===== src/hw/autoneg_regs_pkg.sv =====
// Constants for the autonegotiation transmit-level and partner page registers.
// Assumes a 16-bit management data path inside the autonegotiation device.
package autoneg_regs_pkg;

  localparam int unsigned DATA_W = 16;
  localparam int unsigned PAGE_W = 48;
  localparam int unsigned MIN_ADDR_W = 10;

  // Register addresses
  localparam logic [15:0] LOCAL_ADVERT_UPPER_OFS = 16'h0204;
  localparam logic [15:0] PARTNER_LOWER_OFS = 16'h0205;
  localparam logic [15:0] PARTNER_MIDDLE_OFS = 16'h0206;
  localparam logic [15:0] PARTNER_UPPER_OFS = 16'h0207;

  // Reset values
  localparam logic [15:0] LOCAL_ADVERT_UPPER_RST = 16'h0000;
  localparam logic [15:0] PARTNER_LOWER_RST = 16'h0000;
  localparam logic [15:0] PARTNER_HOLD_RST = 16'h0000;
  localparam logic [15:0] READ_IDLE = 16'h0000;

  // Local upper advertisement fields
  localparam int unsigned HIGH_LEVEL_TX_CAPABLE_BIT = 13;
  localparam int unsigned HIGH_LEVEL_TX_REQUEST_BIT = 12;

  // Partner lower word fields
  localparam int unsigned PARTNER_NEXT_PAGE_WANTED_BIT = 15;
  localparam int unsigned PARTNER_ACKNOWLEDGE_BIT = 14;
  localparam int unsigned PARTNER_REMOTE_FAULT_BIT = 13;
  localparam int unsigned PARTNER_ROLE_FORCED_BIT = 12;
  localparam int unsigned PARTNER_PAUSE_MSB = 11;
  localparam int unsigned PARTNER_PAUSE_LSB = 10;
  localparam int unsigned PARTNER_SELECTOR_MSB = 4;
  localparam int unsigned PARTNER_SELECTOR_LSB = 0;

  // Word positions inside the received 48-bit base page
  localparam int unsigned PAGE_LOWER_LSB = 0;
  localparam int unsigned PAGE_MIDDLE_LSB = 16;
  localparam int unsigned PAGE_UPPER_LSB = 32;

  // Implemented bits of each word; everything else reads as zero
  localparam logic [15:0] LOCAL_ADVERT_UPPER_MASK = 16'h3000;
  localparam logic [15:0] PARTNER_LOWER_MASK = 16'hfc1f;
  localparam logic [15:0] PARTNER_MIDDLE_MASK = 16'h40f0;
  localparam logic [15:0] PARTNER_UPPER_MASK = 16'h7000;

  // Strap settle time after reset release, in clock cycles
  localparam int unsigned STRAP_SETTLE_CYCLES = 2;

endpackage : autoneg_regs_pkg


===== src/hw/strap_capture.sv =====
// Strap pin synchroniser that latches the straps once after reset release.
// Assumes strap pins are static while the device comes out of reset.
`timescale 1ns/1ps
module strap_capture #(
  parameter int unsigned WIDTH        = 2,
  parameter int unsigned SETTLE_COUNT = autoneg_regs_pkg::STRAP_SETTLE_CYCLES
) (
  input  wire logic             sys_clk,
  input  wire logic             rst_n,
  input  wire logic [WIDTH-1:0] strapPins,
  output logic      [WIDTH-1:0] strapValue,
  output logic                  strapLoad
);

  // Settle counter is four bits wide and needs two synchroniser stages to fill
  if (WIDTH < 1 || SETTLE_COUNT < 2 || SETTLE_COUNT > 15) begin : g_param_check
    $error("strap_capture: unsupported WIDTH or SETTLE_COUNT");
  end

  typedef struct packed {
    logic [WIDTH-1:0] meta;
    logic [WIDTH-1:0] sync;
    logic [3:0]       settle;
    logic             done;
    logic             load;
    logic [WIDTH-1:0] value;
  } strap_state_type;

  strap_state_type state_r;
  strap_state_type state_nxt;

  always_comb begin
    state_nxt = state_r;
    state_nxt.meta = strapPins;
    state_nxt.sync = state_r.meta;
    state_nxt.load = 1'b0;
    // Wait until the synchroniser holds post-reset samples only
    if (!state_r.done) begin
      if (state_r.settle == 4'(SETTLE_COUNT)) begin
        state_nxt.done = 1'b1;
        state_nxt.load = 1'b1;
        state_nxt.value = state_r.sync;
      end else begin
        state_nxt.settle = state_r.settle + 4'h1;
      end
    end
  end

  always_ff @(posedge sys_clk or negedge rst_n) begin
    if (!rst_n) begin
      state_r <= '0;
    end else begin
      state_r <= state_nxt;
    end
  end

  assign strapValue = state_r.value;
  assign strapLoad  = state_r.load;

endmodule : strap_capture


===== src/hw/autoneg_tx_level_and_lp_base_page.sv =====
// Autonegotiation transmit-level advertisement and partner base page registers.
// Assumes the receive path presents the partner base page on this clock.
// Function
// - Bit 13 advertises high level capability
// - Bit 12 advertises high level request
// - Either end incapable resolves to low
// - Both capable, one requesting: high level
// - Lower word read captures middle, upper
// - Bit 15 shows partner next page
// - Bit 14 shows partner acknowledge
// - Bit 13 shows partner remote fault
// - Bit 12: preferred zero, forced one
// - Field 11:10 shows partner pause support
// - Field 4:0 shows partner selector
// - Middle, upper reads return captured words
`timescale 1ns/1ps
module autoneg_tx_level_and_lp_base_page #(
  parameter int unsigned ADDR_W = 16
) (
  input  wire logic                                 sys_clk,
  input  wire logic                                 rst_n,
  input  wire logic [ADDR_W-1:0]                    regAddr,
  input  wire logic [autoneg_regs_pkg::DATA_W-1:0]  regWrData,
  input  wire logic                                 regWrEn,
  input  wire logic                                 regRdEn,
  output logic      [autoneg_regs_pkg::DATA_W-1:0]  regRdData,
  input  wire logic                                 strapHighCapable,
  input  wire logic                                 strapHighRequest,
  input  wire logic [autoneg_regs_pkg::PAGE_W-1:0]  partnerPage,
  input  wire logic                                 partnerPageValid,
  output logic                                      txLevelHigh
);

  if (ADDR_W < autoneg_regs_pkg::MIN_ADDR_W || ADDR_W > 16) begin : g_addr_w_check
    $error("autoneg_tx_level_and_lp_base_page: ADDR_W out of range");
  end

  typedef struct packed {
    logic        highLevelTxCapable;
    logic        highLevelTxRequest;
    logic [15:0] partnerMiddleHold;
    logic [15:0] partnerUpperHold;
    logic [15:0] readData;
    logic        txHigh;
  } bank_state_type;

  bank_state_type state_r;
  bank_state_type state_nxt;

  logic [1:0] strapValue;
  logic       strapLoad;
  logic [15:0] partnerLowerLive;
  logic [15:0] partnerMiddleLive;
  logic [15:0] partnerUpperLive;

  function automatic logic hitAddr(input logic [ADDR_W-1:0] addr, input logic [15:0] ofs);
    // Zero extension by cast avoids a zero-width replication at full width
    hitAddr = (16'(addr) == ofs);
  endfunction : hitAddr

  function automatic logic [15:0] pageWord(input logic [47:0] page, input int unsigned lsb);
    pageWord = page[lsb +: 16];
  endfunction : pageWord

  // Straps are pins, so they are synchronised before loading the defaults
  strap_capture #(
    .WIDTH        (2),
    .SETTLE_COUNT (autoneg_regs_pkg::STRAP_SETTLE_CYCLES)
  ) u_strap (
    .sys_clk    (sys_clk),
    .rst_n      (rst_n),
    .strapPins  ({strapHighCapable, strapHighRequest}),
    .strapValue (strapValue),
    .strapLoad  (strapLoad)
  );

  // Partner fields pass straight through; unimplemented bits are masked off
  assign partnerLowerLive = pageWord(partnerPage, autoneg_regs_pkg::PAGE_LOWER_LSB)
                            & autoneg_regs_pkg::PARTNER_LOWER_MASK;
  assign partnerMiddleLive = pageWord(partnerPage, autoneg_regs_pkg::PAGE_MIDDLE_LSB)
                             & autoneg_regs_pkg::PARTNER_MIDDLE_MASK;
  assign partnerUpperLive = pageWord(partnerPage, autoneg_regs_pkg::PAGE_UPPER_LSB)
                            & autoneg_regs_pkg::PARTNER_UPPER_MASK;

  always_comb begin
    logic        lpCapable;
    logic        lpRequest;
    logic [15:0] localWord;
    lpCapable = 1'b0;
    lpRequest = 1'b0;
    localWord = 16'h0000;
    state_nxt = state_r;
    state_nxt.readData = autoneg_regs_pkg::READ_IDLE;

    // Strap defaults land once; a write in the same cycle still wins after
    if (strapLoad) begin
      state_nxt.highLevelTxCapable = strapValue[1];
      state_nxt.highLevelTxRequest = strapValue[0];
    end

    if (regWrEn && hitAddr(regAddr, autoneg_regs_pkg::LOCAL_ADVERT_UPPER_OFS)) begin
      state_nxt.highLevelTxCapable =
        regWrData[autoneg_regs_pkg::HIGH_LEVEL_TX_CAPABLE_BIT];
      state_nxt.highLevelTxRequest =
        regWrData[autoneg_regs_pkg::HIGH_LEVEL_TX_REQUEST_BIT];
    end

    localWord[autoneg_regs_pkg::HIGH_LEVEL_TX_CAPABLE_BIT] = state_r.highLevelTxCapable;
    localWord[autoneg_regs_pkg::HIGH_LEVEL_TX_REQUEST_BIT] = state_r.highLevelTxRequest;

    if (regRdEn) begin
      if (hitAddr(regAddr, autoneg_regs_pkg::LOCAL_ADVERT_UPPER_OFS)) begin
        state_nxt.readData = localWord & autoneg_regs_pkg::LOCAL_ADVERT_UPPER_MASK;
      end else if (hitAddr(regAddr, autoneg_regs_pkg::PARTNER_LOWER_OFS)) begin
        state_nxt.readData = partnerLowerLive;
        // Snapshot keeps the three words coherent across separate reads
        state_nxt.partnerMiddleHold = partnerMiddleLive;
        state_nxt.partnerUpperHold = partnerUpperLive;
      end else if (hitAddr(regAddr, autoneg_regs_pkg::PARTNER_MIDDLE_OFS)) begin
        state_nxt.readData = state_r.partnerMiddleHold;
      end else if (hitAddr(regAddr, autoneg_regs_pkg::PARTNER_UPPER_OFS)) begin
        state_nxt.readData = state_r.partnerUpperHold;
      end else begin
        state_nxt.readData = autoneg_regs_pkg::READ_IDLE;
      end
    end

    // Resolution uses the live page; no page received means low level
    lpCapable = partnerPageValid & partnerUpperLive[autoneg_regs_pkg::HIGH_LEVEL_TX_CAPABLE_BIT];
    lpRequest = partnerPageValid & partnerUpperLive[autoneg_regs_pkg::HIGH_LEVEL_TX_REQUEST_BIT];
    if (!state_r.highLevelTxCapable || !lpCapable) begin
      state_nxt.txHigh = 1'b0;
    end else begin
      state_nxt.txHigh = state_r.highLevelTxRequest | lpRequest;
    end
  end

  always_ff @(posedge sys_clk or negedge rst_n) begin
    if (!rst_n) begin
      state_r.highLevelTxCapable <=
        autoneg_regs_pkg::LOCAL_ADVERT_UPPER_RST[autoneg_regs_pkg::HIGH_LEVEL_TX_CAPABLE_BIT];
      state_r.highLevelTxRequest <=
        autoneg_regs_pkg::LOCAL_ADVERT_UPPER_RST[autoneg_regs_pkg::HIGH_LEVEL_TX_REQUEST_BIT];
      state_r.partnerMiddleHold  <= autoneg_regs_pkg::PARTNER_HOLD_RST;
      state_r.partnerUpperHold   <= autoneg_regs_pkg::PARTNER_HOLD_RST;
      state_r.readData           <= autoneg_regs_pkg::READ_IDLE;
      state_r.txHigh             <= 1'b0;
    end else begin
      state_r <= state_nxt;
    end
  end

  assign regRdData   = state_r.readData;
  assign txLevelHigh = state_r.txHigh;

endmodule : autoneg_tx_level_and_lp_base_page


===== config.mk =====
export PLATFORM = sky130hd
export DESIGN_NAME = autoneg_tx_level_and_lp_base_page
export DESIGN_NICKNAME = d
export VERILOG_FILES = /design/src/hw/autoneg_regs_pkg.sv /design/src/hw/strap_capture.sv /design/src/hw/autoneg_tx_level_and_lp_base_page.sv
export SDC_FILE = /design/constraint.sdc
export NUM_CORES = 1
export LEC_CHECK = 0
export BUFFER_PORTS_ARGS = -buffer_cell sky130_fd_sc_hd__buf_2
export CORE_MARGIN = 4
export CORE_UTILIZATION = 42
export DETAILED_ROUTE_END_ITERATION = 10
export PLACE_DENSITY = 0.84
export SKIP_CTS_REPAIR_TIMING = 1
export SYNTH_ARGS = -nofsm -noshare
export SYNTH_HDL_FRONTEND = slang
export SYNTH_SLANG_ARGS = --single-unit

===== constraint.sdc =====
create_clock -name sys_clk -period 1.5 [get_ports sys_clk]
set_input_delay 0.15 -clock sys_clk [delete_from_list [all_inputs] [get_ports sys_clk]]
set_output_delay 0.15 -clock sys_clk [all_outputs]
set_load 0.005 [all_outputs]

==> out/results.ini <==
[grt]
grt_pass1_wl_um=4580
grt_max_degree=30
grt.overflow.total=0
antenna_found_initial=0
grt_pass1_vias=989
grt_usage_pct=12.2

[routing]
wl_per_cell_um=12.6
drt_iter0_drc=25
dr.pass1.iters=3
drc=0
wirelength_um=2870
vias=1034
viasPerCell=4.54
ant_nets=0

[die]
dieWidth_um=70.7
start_util_pct=44.4
coreArea_mm2=0.00372
die_h_um=70.7
num_rows=22
die_area_mm2=0.00499
io_pins=104

[power]
powerDensity_mw_per_mm2=923
peakVddDrop_uv=583
power.leakage_nw=1.07

[timing]
period_share_pct=92.8
setup_slack_ns=0.108
whs_ns=0.0659
setup_viol=0
rsz0062_at_grt=false
finalCriticalPeriod_ns=1.39
hold_viol=0
skew_ns=0.00773
slew_headroom_pct=59.2
timing.fmax_mhz=718
worstMarginPinSlew_ns=0.612
report.final.slew_viol_count=0
setup_tns_ns=0

[run_status]
status=complete, no violations

[run]
drv_cap=0

[yosys]
synth_top_family_by_area=simple AND/OR/NAND/NOR gates
synth.avg_cell_area_um2=13.4
synth_compound_area_share_pct=2.81
netlist-cell-type-count=31
synthMuxAreaShare_pct=11.9
synth_cells=123
synth-seq-area-share_pct=56.1
synth_ff_type=dfrtp_1
synth_xor_xnor_area_share_pct=1.59
ys_ff_latch=37
syn_area_mm2=0.00165
ys_async_sr_fraction_pct=100
synth-adder-area-share_pct=1.52
yosys.area_share.simple_pct=16.9
yosys_warnings=0
synth_edf_count=0

[placement]
hpwl_um=2330
globalplace.congestion=0.723
post-place-ws_ns=-0.203
portBuffers=58
dpl_cell_area_mm2=0.00192

[setup_path]
crit_type=in2reg
cp-start-kind=primary input
cp_cell_sequence=buf_2, nor4b_4, nand4_1, or4b_4, mux2_4
cp.required_ns=1.67
slowest_delay_ns=0.53
critical_path.max_fanout=2
cpMaxStageDelayCell=or4b_4
end_kind=register
worstPathArrival_ns=1.56

[layout]
syn_to_final_growth_pct=24.6
area.sequential_um2=926
n_antenna_cell=0
multi_input_area_um2=594
final_layout_size_suffix_gt1_share_pct=52.2
nNetsFinal=268
fill_cells=313
finalInstanceArea_mm2=0.00205
utilization_pct=55.3

[clocking]
clock-sinks=37
clkTransAtPathRegs_ns=0.07
cts_buffers=5
cts-htree-levels=2
cts-root-buf=clkbuf_8
clock_latency_ns=0.29
clockBufferDepth=2
cts_tree=built

[min_path]
hold_class=in2reg

-- path summary, 6_finish.rpt --
| check | startpoint | to | slack, ns | cells past startpoint |
|---|---|---|---|---|
| min reg2reg | u_strap.state_nxt[9] | u_strap.state_r[9] | 0.36 | 0 |
| max | regAddr[10] | state_r[49] | 0.11 | 5 |
| min in group asynchronous | rst_n | regRdData[2] | 0.41 | 2 |
| max reg2reg | u_strap.state_r[4] | u_strap.strapValue[0] | 0.17 | 5 |
| max in group asynchronous | rst_n | u_strap.state_r[8] | 0.56 | 3 |
| min | partnerPage[11] | regRdData[11] | 0.07 | 2 |
-- cells by family (layout without fill, tap and decap cells) --
family | Yosys count | count (layout)
multiplexers | 17 | 17
AND/OR/NAND/NOR | 35 | 35
flip-flops | 37 | 37
other | 1 | 2
AO/OA/AOI/OAI | 7 | 7
XOR/XNOR | 3 | 3
buffers and inverters | 21 | 77
adder cells (fa/ha/maj) | 2 | 2
-- per-stage QoR --
step | std cells | power, mW
2_1_floorplan | 124 | 1.07
4_1_cts | 225 | 1.92
6_report | 228 | 1.90
3_5_place_dp | 217 | 1.17
5_1_grt | 228 | 2.00
3_3_place_gp | 217 | 1.16
-- critical path: cells and delay by family --
kind | cells | cell delay [ns]
buffers and inverters | 1 | 0.11
multiplexers | 1 | 0.31
AND/OR/NAND/NOR | 3 | 0.99
-- cell usage in the layout, fill, tap and decap left out, drive strengths merged --
cell type	n
nand4b	1
a22oi	1
and3b	1
ha	2
clkinv	1
inv	2
nor2	7
mux2	15
nand3b	1
o2111a	1
o21ai	1
nor3b	3
nand4	2
nand2	2
nor4b	1
nor4	2
or4b	1
nand2b	1
clkbuf	7
dfrtp	37
buf	64
dlygate4sd3	3
a21oi	2
and2	10
xnor2	3
a31oi	2
nor2b	3
mux2i	2
conb	2
-- metal layers --
metal | GRT usage [%] | vias to the layer above | wire [um]
li1 | - | 509 | -
met3 | 5.54 | 5 | 240
met5 | 0 | - | 0
met1 | 14.8 | 483 | 1190
met4 | 6.89 | 0 | 51
met2 | 18.1 | 37 | 1390
-- registers in the layout, indices dropped and copies added, names as in the netlist --
register / cells
u_strap.strapValue: 2
regRdData: 14
txLevelHigh: 1
u_strap.state_nxt: 2
u_strap.strapLoad: 1
u_strap.state_r: 7
state_r: 10
-- report_power, final --
group / internal [mW] / total (mW) / switching (mW)
clock network: 0.415 / 0.746 / 0.331
registers: 1.01 / 1.02 / 0.00597
logic: 0.0718 / 0.134 / 0.0626
-- final cells by class --
cell class	instances	area share, %
Sequential cell	37	45.1
Multi-Input combinational cell	66	28.9
Timing Repair Buffer	67	17.8
Clock buffer	7	4.69
Tap cell	48	2.92
Inverter	2	0.365
Clock inverter	1	0.244
-- cell usage after synthesis, types with 2 or more instances --
master	number	area, um2
xnor2_1	3	26.3
buf_4	16	120
nand2_1	2	7.51
a21oi_1	2	10.0
nor3b_1	2	15.0
a31oi_1	2	12.5
mux2i_1	2	20.0
mux2_2	13	146
mux2_4	2	30.0
dfrtp_1	37	926
nor2_1	7	26.3
nor2b_1	3	18.8
and2_1	10	62.6
inv_1	2	7.51
ha_1	2	25.0
nor4_4	2	42.5
clkbuf_1	2	7.51
No activity file was read; power rests on OpenSTA's default activity.
